$ cat config.mk
export PLATFORM = sky130hd
export DESIGN_NAME = blt_limit_regs
export DESIGN_NICKNAME = d
export VERILOG_FILES = /design/src/rtl/blt_pkg.sv /design/src/rtl/blt_threshold_check.sv /design/src/rtl/blt_limit_regs.sv
export SDC_FILE = /design/constraint.sdc
export NUM_CORES = 1
export LEC_CHECK = 0
export ABC_AREA = 1
export ABC_CLOCK_PERIOD_IN_PS = 6750
export BUFFER_PORTS_ARGS = -buffer_cell sky130_fd_sc_hd__buf_2
export CAP_MARGIN = 20
export CELL_PAD_IN_SITES_DETAIL_PLACEMENT = 0
export CELL_PAD_IN_SITES_GLOBAL_PLACEMENT = 1
export CORE_MARGIN = 4
export CORE_UTILIZATION = 52
export CTS_BUF_LIST = sky130_fd_sc_hd__clkbuf_4 sky130_fd_sc_hd__clkbuf_8
export DETAILED_ROUTE_END_ITERATION = 7
export PLACE_DENSITY_LB_ADDON = 0.1
export RECOVER_POWER = 50
export SLEW_MARGIN = 20
export SYNTH_ARGS = -nofsm -noshare
export SYNTH_HDL_FRONTEND = slang
export SYNTH_SLANG_ARGS = --single-unit
export TNS_END_PERCENT = 100
$ cat constraint.sdc
create_clock -name clock -period 6.75 [get_ports clock]
set_input_delay 0.675 -clock clock [delete_from_list [all_inputs] [get_ports clock]]
set_output_delay 0.675 -clock clock [all_outputs]
set_load 0.1 [all_outputs]
$ cat src/rtl/blt_pkg.sv
// Purpose: shared constants for the battery limit threshold registers
// Assumes: 8-bit registers at byte offsets 0..3 of a 7-bit i2c target
// Notes:   voltages in microvolts, currents in tenths of a milliamp
package blt_pkg;

  // register map
  localparam int            NUM_REGS      = 4;
  localparam logic [7:0]    OFF_OVP_LIMIT = 8'h00;
  localparam logic [7:0]    OFF_OVP_ALARM = 8'h01;
  localparam logic [7:0]    OFF_OCP_LIMIT = 8'h02;
  localparam logic [7:0]    OFF_OCP_ALARM = 8'h03;
  localparam logic [7:0]    UNMAPPED_DATA = 8'hff;

  // field layout: disable bit above a 7-bit code
  localparam int            DIS_BIT       = 7;
  localparam int            CODE_W        = 7;

  // reset values, disable bit clear
  localparam logic [7:0]    RST_OVP_LIMIT = 8'h5a;
  localparam logic [7:0]    RST_OVP_ALARM = 8'h46;
  localparam logic [7:0]    RST_OCP_LIMIT = 8'h47;
  localparam logic [7:0]    RST_OCP_ALARM = 8'h46;

  // threshold scaling
  localparam int            VOLT_W         = 23;
  localparam int            CURR_W         = 18;
  localparam int unsigned   OVP_OFFSET_UV  = 3491000;
  localparam int unsigned   OVP_STEP_UV    = 9985;
  localparam int unsigned   OVA_OFFSET_UV  = 3500000;
  localparam int unsigned   OVA_STEP_UV    = 10000;
  localparam int unsigned   OCP_STEP_DMA   = 1025;
  localparam int unsigned   OCA_STEP_DMA   = 1000;
  localparam int unsigned   ZERO_OFFSET    = 0;
  localparam int unsigned   OCP_MIN_CODE   = 20;
  localparam int unsigned   NO_MIN_CODE    = 0;

  // i2c framing
  localparam logic [3:0]    BITS_PER_BYTE  = 4'h8;
  localparam logic [3:0]    LAST_TX_SHIFT  = 4'h7;

  typedef enum logic [3:0] {
    ST_IDLE     = 4'b0000,
    ST_ADDR     = 4'b0001,
    ST_ACK_ADDR = 4'b0010,
    ST_PTR      = 4'b0011,
    ST_ACK_PTR  = 4'b0100,
    ST_WDATA    = 4'b0101,
    ST_ACK_W    = 4'b0110,
    ST_RDATA    = 4'b0111,
    ST_RACK     = 4'b1000
  } blt_state_type;

endpackage

$ cat src/rtl/blt_threshold_check.sv
// Purpose: compares one measurement against one programmed threshold
// Assumes: measurement comes from logic on the same clock
// Notes:   threshold = offset + code * step, codes below min are clamped
module blt_threshold_check
  import blt_pkg::*;
#(
  parameter int          MEAS_W   = VOLT_W,
  parameter int unsigned OFFSET   = ZERO_OFFSET,
  parameter int unsigned STEP     = OVA_STEP_UV,
  parameter int unsigned MIN_CODE = NO_MIN_CODE,
  parameter bit          STRICT   = 1'b0
)
(
  input  wire logic              clock,     // core clock
  input  wire logic              rst_n,     // async reset, active low
  input  wire logic [CODE_W-1:0] code,      // threshold code
  input  wire logic              off,       // disable bit
  input  wire logic [MEAS_W-1:0] meas,      // measured value
  output logic                   trip_reg   // threshold crossed and enabled
);

  localparam logic [CODE_W-1:0] MIN_C = CODE_W'(MIN_CODE);

  logic [CODE_W-1:0] eff_code;
  logic [MEAS_W-1:0] thr;
  logic              hit;

  // clamp below the usable range, then scale to measurement units
  assign eff_code = (code < MIN_C) ? MIN_C : code;
  assign thr = MEAS_W'(OFFSET) + MEAS_W'(MEAS_W'(eff_code) * MEAS_W'(STEP));
  assign hit = STRICT ? (meas > thr) : (meas >= thr);

  // registered comparison, gated by the disable bit
  always_ff @(posedge clock or negedge rst_n)
  begin
    if (!rst_n)
      trip_reg <= 1'b0;
    else
      trip_reg <= hit && !off;
  end

endmodule

$ cat src/rtl/blt_limit_regs.sv
// Purpose: i2c target with battery overvoltage/overcurrent limit registers
// Assumes: vbat_uv and ibat_dma come from an adc on this clock
// Notes:   scl/sda/addr strap are synchronised; sda is open drain
module blt_limit_regs
  import blt_pkg::*;
#(
  parameter logic [6:0] TARGET_ADDR_LO = 7'h10, // arbitrary value
  parameter logic [6:0] TARGET_ADDR_HI = 7'h11  // arbitrary value
)
(
  input  wire logic              clock,          // 250 mhz core clock
  input  wire logic              rst_n,          // async reset, active low
  input  wire logic              reg_reset,      // register reset pulse
  input  wire logic              scl_in,         // i2c clock pin
  input  wire logic              sda_in,         // i2c data pin level
  output logic                   sda_out,        // i2c data drive value
  output logic                   sda_oe,         // high pulls sda low
  input  wire logic              addr_strap,     // target address strap
  input  wire logic [VOLT_W-1:0] vbat_uv,        // battery voltage, uV
  input  wire logic [CURR_W-1:0] ibat_dma,       // battery current, 0.1 mA
  output logic                   fets_off_reg,   // blocking/switch fets off
  output logic                   charge_enable_ctl_clr_reg, // clear charge_enable_ctl
  output logic                   int_n_reg       // interrupt to host
);

  logic [7:0]    regs_reg [NUM_REGS];
  logic          scl_s1_reg;
  logic          scl_s2_reg;
  logic          scl_d_reg;
  logic          sda_s1_reg;
  logic          sda_s2_reg;
  logic          sda_d_reg;
  logic          strap_s1_reg;
  logic          strap_s2_reg;
  logic          strap_done_reg;
  logic [1:0]    strap_fill_reg;
  logic          addr_sel_reg;
  blt_state_type state_reg;
  logic [3:0]    bitcnt_reg;
  logic [7:0]    shift_reg;
  logic [7:0]    tx_reg;
  logic [7:0]    ptr_reg;
  logic          rw_reg;
  logic          nack_reg;
  logic          prot_d_reg;
  logic          scl_rise;
  logic          scl_fall;
  logic          start_det;
  logic          stop_det;
  logic          wr_stb;
  logic [6:0]    my_addr;
  logic [7:0]    rd_data;
  logic          ovp_trip;
  logic          ova_trip;
  logic          ocp_trip;
  logic          oca_trip;
  logic          prot_any;

  // two-flop synchronisers for the pins, plus one delay for edges
  always_ff @(posedge clock or negedge rst_n)
  begin
    if (!rst_n)
    begin
      scl_s1_reg   <= 1'b1;
      scl_s2_reg   <= 1'b1;
      scl_d_reg    <= 1'b1;
      sda_s1_reg   <= 1'b1;
      sda_s2_reg   <= 1'b1;
      sda_d_reg    <= 1'b1;
      strap_s1_reg <= 1'b0;
      strap_s2_reg <= 1'b0;
    end
    else
    begin
      scl_s1_reg   <= scl_in;
      scl_s2_reg   <= scl_s1_reg;
      scl_d_reg    <= scl_s2_reg;
      sda_s1_reg   <= sda_in;
      sda_s2_reg   <= sda_s1_reg;
      sda_d_reg    <= sda_s2_reg;
      strap_s1_reg <= addr_strap;
      strap_s2_reg <= strap_s1_reg;
    end
  end

  // strap caught once, after the synchroniser holds a real pin sample;
  // the strap sync flops leave reset at zero, so the first edges see no strap
  always_ff @(posedge clock or negedge rst_n)
  begin
    if (!rst_n)
    begin
      strap_fill_reg <= 2'h0;
      strap_done_reg <= 1'b0;
      addr_sel_reg   <= 1'b0;
    end
    else
    begin
      strap_fill_reg <= {strap_fill_reg[0], 1'b1};
      if (strap_fill_reg[1] && !strap_done_reg)
      begin
        strap_done_reg <= 1'b1;
        addr_sel_reg   <= strap_s2_reg;
      end
    end
  end

  // bus events
  assign scl_rise  = scl_s2_reg && !scl_d_reg;
  assign scl_fall  = !scl_s2_reg && scl_d_reg;
  assign start_det = scl_s2_reg && scl_d_reg && sda_d_reg && !sda_s2_reg;
  assign stop_det  = scl_s2_reg && scl_d_reg && !sda_d_reg && sda_s2_reg;
  assign my_addr   = addr_sel_reg ? TARGET_ADDR_HI : TARGET_ADDR_LO;
  assign wr_stb    = scl_fall && (state_reg == ST_WDATA)
                     && (bitcnt_reg == BITS_PER_BYTE);

  // read data mux, unmapped offsets read all ones
  always_comb
  begin
    if (ptr_reg < 8'(NUM_REGS))
      rd_data = regs_reg[ptr_reg[1:0]];
    else
      rd_data = UNMAPPED_DATA;
  end

  // i2c target state machine
  always_ff @(posedge clock or negedge rst_n)
  begin
    if (!rst_n)
    begin
      state_reg  <= ST_IDLE;
      bitcnt_reg <= 4'h0;
      shift_reg  <= 8'h00;
      tx_reg     <= 8'h00;
      ptr_reg    <= 8'h00;
      rw_reg     <= 1'b0;
      nack_reg   <= 1'b0;
    end
    else if (start_det)
    begin
      state_reg  <= ST_ADDR;
      bitcnt_reg <= 4'h0;
    end
    else if (stop_det)
      state_reg <= ST_IDLE;
    else if (scl_rise)
    begin
      case (state_reg)
        ST_ADDR, ST_PTR, ST_WDATA:
        begin
          shift_reg  <= {shift_reg[6:0], sda_s2_reg};
          bitcnt_reg <= bitcnt_reg + 4'h1;
        end
        ST_RACK: nack_reg <= sda_s2_reg;
        default: ;
      endcase
    end
    else if (scl_fall)
    begin
      case (state_reg)
        ST_ADDR:
          if (bitcnt_reg == BITS_PER_BYTE)
          begin
            if (shift_reg[7:1] == my_addr)
            begin
              rw_reg    <= shift_reg[0];
              state_reg <= ST_ACK_ADDR;
            end
            else
              state_reg <= ST_IDLE;
          end
        ST_ACK_ADDR:
        begin
          bitcnt_reg <= 4'h0;
          if (rw_reg)
          begin
            tx_reg    <= rd_data;
            state_reg <= ST_RDATA;
          end
          else
            state_reg <= ST_PTR;
        end
        ST_PTR:
          if (bitcnt_reg == BITS_PER_BYTE)
          begin
            ptr_reg   <= shift_reg;
            state_reg <= ST_ACK_PTR;
          end
        ST_ACK_PTR, ST_ACK_W:
        begin
          bitcnt_reg <= 4'h0;
          state_reg  <= ST_WDATA;
        end
        ST_WDATA:
          if (bitcnt_reg == BITS_PER_BYTE)
          begin
            ptr_reg   <= ptr_reg + 8'h01;
            state_reg <= ST_ACK_W;
          end
        ST_RDATA:
          if (bitcnt_reg == LAST_TX_SHIFT)
          begin
            ptr_reg   <= ptr_reg + 8'h01;
            state_reg <= ST_RACK;
          end
          else
          begin
            tx_reg     <= {tx_reg[6:0], 1'b0};
            bitcnt_reg <= bitcnt_reg + 4'h1;
          end
        ST_RACK:
          if (nack_reg)
            state_reg <= ST_IDLE;
          else
          begin
            tx_reg     <= rd_data;
            bitcnt_reg <= 4'h0;
            state_reg  <= ST_RDATA;
          end
        default: state_reg <= ST_IDLE;
      endcase
    end
  end

  // open-drain data: acknowledge slots and zero bits pull low
  always_comb
  begin
    sda_out = 1'b0;
    case (state_reg)
      ST_ACK_ADDR, ST_ACK_PTR, ST_ACK_W: sda_oe = 1'b1;
      ST_RDATA:                          sda_oe = !tx_reg[7];
      default:                           sda_oe = 1'b0;
    endcase
  end

  // register bank, written by the host, restored by register reset
  always_ff @(posedge clock or negedge rst_n)
  begin
    if (!rst_n)
    begin
      regs_reg[0] <= RST_OVP_LIMIT;
      regs_reg[1] <= RST_OVP_ALARM;
      regs_reg[2] <= RST_OCP_LIMIT;
      regs_reg[3] <= RST_OCP_ALARM;
    end
    else if (reg_reset)
    begin
      regs_reg[0] <= RST_OVP_LIMIT;
      regs_reg[1] <= RST_OVP_ALARM;
      regs_reg[2] <= RST_OCP_LIMIT;
      regs_reg[3] <= RST_OCP_ALARM;
    end
    else if (wr_stb)
    begin
      if (ptr_reg == OFF_OVP_LIMIT)
        regs_reg[0] <= shift_reg;
      else if (ptr_reg == OFF_OVP_ALARM)
        regs_reg[1] <= shift_reg;
      else if (ptr_reg == OFF_OCP_LIMIT)
        regs_reg[2] <= shift_reg;
      else if (ptr_reg == OFF_OCP_ALARM)
        regs_reg[3] <= shift_reg;
    end
  end

  // overvoltage protection, reaching the limit trips
  blt_threshold_check #(
    .MEAS_W   (VOLT_W),
    .OFFSET   (OVP_OFFSET_UV),
    .STEP     (OVP_STEP_UV),
    .MIN_CODE (NO_MIN_CODE),
    .STRICT   (1'b0)
  ) u_ovp (
    .clock    (clock),
    .rst_n    (rst_n),
    .code     (regs_reg[0][CODE_W-1:0]),
    .off      (regs_reg[0][DIS_BIT]),
    .meas     (vbat_uv),
    .trip_reg (ovp_trip)
  );

  // overvoltage alarm, rising above the threshold trips
  blt_threshold_check #(
    .MEAS_W   (VOLT_W),
    .OFFSET   (OVA_OFFSET_UV),
    .STEP     (OVA_STEP_UV),
    .MIN_CODE (NO_MIN_CODE),
    .STRICT   (1'b1)
  ) u_ova (
    .clock    (clock),
    .rst_n    (rst_n),
    .code     (regs_reg[1][CODE_W-1:0]),
    .off      (regs_reg[1][DIS_BIT]),
    .meas     (vbat_uv),
    .trip_reg (ova_trip)
  );

  // overcurrent protection, codes below the usable range clamp up
  blt_threshold_check #(
    .MEAS_W   (CURR_W),
    .OFFSET   (ZERO_OFFSET),
    .STEP     (OCP_STEP_DMA),
    .MIN_CODE (OCP_MIN_CODE),
    .STRICT   (1'b0)
  ) u_ocp (
    .clock    (clock),
    .rst_n    (rst_n),
    .code     (regs_reg[2][CODE_W-1:0]),
    .off      (regs_reg[2][DIS_BIT]),
    .meas     (ibat_dma),
    .trip_reg (ocp_trip)
  );

  // overcurrent alarm
  blt_threshold_check #(
    .MEAS_W   (CURR_W),
    .OFFSET   (ZERO_OFFSET),
    .STEP     (OCA_STEP_DMA),
    .MIN_CODE (NO_MIN_CODE),
    .STRICT   (1'b0)
  ) u_oca (
    .clock    (clock),
    .rst_n    (rst_n),
    .code     (regs_reg[3][CODE_W-1:0]),
    .off      (regs_reg[3][DIS_BIT]),
    .meas     (ibat_dma),
    .trip_reg (oca_trip)
  );

  assign prot_any = ovp_trip || ocp_trip;

  // protection: fets off while tripped, charge enable cleared on entry
  always_ff @(posedge clock or negedge rst_n)
  begin
    if (!rst_n)
    begin
      prot_d_reg     <= 1'b0;
      fets_off_reg   <= 1'b0;
      charge_enable_ctl_clr_reg <= 1'b0;
    end
    else
    begin
      prot_d_reg     <= prot_any;
      fets_off_reg   <= prot_any;
      charge_enable_ctl_clr_reg <= prot_any && !prot_d_reg;
    end
  end

  // interrupt low while any enabled alarm or protection is active
  always_ff @(posedge clock or negedge rst_n)
  begin
    if (!rst_n)
      int_n_reg <= 1'b1;
    else
      int_n_reg <= !(ova_trip || oca_trip || prot_any);
  end

endmodule

==> results.toml <==
[clock_tree]
h-tree-depth = 3
clk_latency_ns = 0.38
numCtsBuffers = 9
cts_tree = "done"
clkSinkCount = 85
cts.clk_slew.worst_paths_ns = 0.09
cts-root-buf = "clkbuf_8"
post_cts_buffers = 0
cts_resized = 0
clockBufferDepth = 2
ctsHoldBuffers = 0

[global_route]
grtUsageTotal_pct = 22.74
grt.overflow.total = 0
grt_max_degree = 44
grt_pass1_wl_mm = 38.14
antenna_found_initial = 0
grt_pass1_vias = 7623

[floorplan]
dieArea_mm2 = 0.02097
die_w_um = 144.8
start_util_pct = 53.45
die_h_um = 144.8
core_area_mm2 = 0.01821
std_cell_rows = 49
ios = 52

[route]
routed_wl_mm = 23.02
ant_nets = 0
viasPerCell = 5.286
avgRoutedWirePerCell_um = 14.85
drcViolationCount = 0
vias = 8194
drt_iter0_drc = 514
drtPass1Iterations = 5

[worst_setup_path]
cp.required_ns = 7.08
cp.arrival_ns = 5.34
critPathSlowestCell = "fa_1"
path_buf_inv = 5
critPathTopFamily = "adder cells"
start_kind = "flip-flop"
end_kind = "flip-flop"
path_cells = "inv_1, ha_1, inv_1, fa_1, fa_1, inv_1, fa_1, ha_1, nand2_1, nor2_1, and3_1, a211oi_1, inv_1, a21oi_1, nand2_1, ha_1, nand2_1, nor3_1, a41oi_1, nand3_1, nand2_1, inv_1"
worst-path-max-fanout = 6
critical_path_class = "reg -> reg"
max_stage_delay_ns = 0.51
crit_top_cell = "inv_1"

[pwr]
power.switching_mw = 0.8022
clock_power_share_pct = 18.8
power_density_mw_per_mm2 = 178.0
intPower_mw = 1.045
power_leakage_nw = 5.486
peakVddDrop_uv = 109.3
pwr-share-comb_pct = 50.3
swShare_pct = 43.44
seqPwrFrac_pct = 30.9
power_mw = 1.847

[sta]
min_period_ns = 5.011
fin_ws_ns = 1.739
worst_hold_slack_ns = 0.3532
finalCritPeriodShare_pct = 74.24
skew_ns = 0.01507
relSlewSlack_pct = -60.87
tns_ns = 0
tightest_slew_ns = 2.413
slew_viol_final = 88
grt_setup_unrepaired = "false"
hold_viol_final = 0
fmax_mhz = 199.6
finalSetupViolations = 0

[cells_and_area]
final_util_pct = 56.98
diodes = 0
final_area_mm2 = 0.01038
area_growth_pct = 6.595
final_cell_mix = "nand2_1, inv_1, ha_1, o21ai_0, nor2_1"
final_common_cell = "nand2_1"
layoutNonFillerInstCount = 1550
drive_gt1_share_pct = 7.797
nets = 1596
largest_reg_flops = 32

[place]
port_buffers = 50
dpl.cell_count = 1534
gp_congestion = 0.9003
pre_cts_ws_ns = 1.811
placed_cell_area_mm2 = 0.01020
dp_hpwl_mm = 19.32

[yosys]
syn-num-nets = 1549
syn-cell-area_mm2 = 0.009733
syn_avg_cell_area_um2 = 7.670
async_reset_ff_share_pct = 100.0
ys_seq_area_share_pct = 22.12
synth_enable_flop_cells = 0
ys.flop_type = "dfrtp_1"
ys_types = 45
ys_ff_latch = 85
synth_cells = 1269
ys_warn_count = 0

[min_path]
min_path_type = "reg -> reg"

[outcome]
violations = "max-capacitance violations, max-slew violations"
outcome = "finished with violations"

[flow_run]
drv_cap = 2
logic make-up after synthesis:
logic type      count (synthesis)  synth area share [%]
compound gates                224                 12.47
xor+xnor                       37                 3.330
fa+ha+maj                     233                 32.65
buf+inv                       221                 8.780
flops                          85                 22.12
mux                             1                0.1157
other cells                     2               0.07716
simple gates                  466                 20.45
cell usage after synthesis (all sizes together) (2+ instances only):
master	instances	share of area, %
xor2	28	2.5
nand3b	2	0.15
buf	7	0.51
ha	198	25
o22ai	7	0.45
o21bai	5	0.39
nor2	99	3.9
or2	5	0.32
o21a	2	0.15
a31oi	5	0.32
nor4	5	0.32
o31ai	6	0.46
conb	2	0.077
nand3	55	2.9
a21o	4	0.31
dfrtp	64	16
nor3	23	1.2
nor3b	3	0.23
o21ai	108	5.6
xnor2	9	0.81
nand4	20	1.4
clkbuf	8	0.31
a211oi	6	0.46
nand2	252	9.8
inv	205	7.9
fa	35	7.2
o211ai	5	0.39
dfstp	21	5.7
a21oi	74	3.8
area by class of cell:
type / count / area, µm²
clock buffer: 10 / 137.6
clock inverter: 6 / 45.04
fill: 1784 / 7834
inverter: 206 / 774.5
multi-input combinational: 963 / 6725
sequential: 85 / 2153
tap: 229 / 286.5
timing repair buffer: 51 / 252.7
power by group through the flow:
stage / clock network [mW] / registers (mW) / logic (mW)
floorplan: 0 / 0.582 / 0.688
finish: 0.348 / 0.571 / 0.928
CTS: 0.358 / 0.571 / 0.934
global route: 0.376 / 0.575 / 1.09
global placement: 0 / 0.580 / 0.915
detailed placement: 0 / 0.581 / 0.927
path summary, 6_finish.rpt:
path | start | end | slack (ns) | cells past startpoint
max | regs_reg[29]$_DFFE_PN0P_ | u_ovp.trip_reg$_DFF_PN0_ | 1.74 | 22
min | strap_fill_reg[0]$_DFF_PN0_ | strap_fill_reg[1]$_DFF_PN0_ | 0.35 | 0
max reg2reg | regs_reg[29]$_DFFE_PN0P_ | u_ovp.trip_reg$_DFF_PN0_ | 1.74 | 22
min reg2reg | strap_fill_reg[0]$_DFF_PN0_ | strap_fill_reg[1]$_DFF_PN0_ | 0.35 | 0
max in group asynchronous | rst_n | regs_reg[12]$_DFFE_PN0P_ | 2.58 | 2
min in group asynchronous | rst_n | tx_reg[3]$_DFFE_PN0P_ | 0.99 | 1
routing by layer:
| layer | routed length (µm) | global-route usage [%] |
|---|---|---|
| met1 | 11640 | 34.36 |
| met2 | 10380 | 35.78 |
| met3 | 853 | 2.859 |
| met4 | 146 | 3.142 |
| met5 | 0 | 0 |
worst register-to-register path: cells and delay by family, from the launching register on:
| family | cells | cell delay [ns] |
|---|---|---|
| buf+inv | 5 | 0.47 |
| simple gates | 8 | 0.89 |
| fa+ha+maj | 6 | 2.44 |
| flops | 1 | 0.48 |
| compound gates | 3 | 0.69 |
No activity file was read; power rests on OpenSTA's default activity.
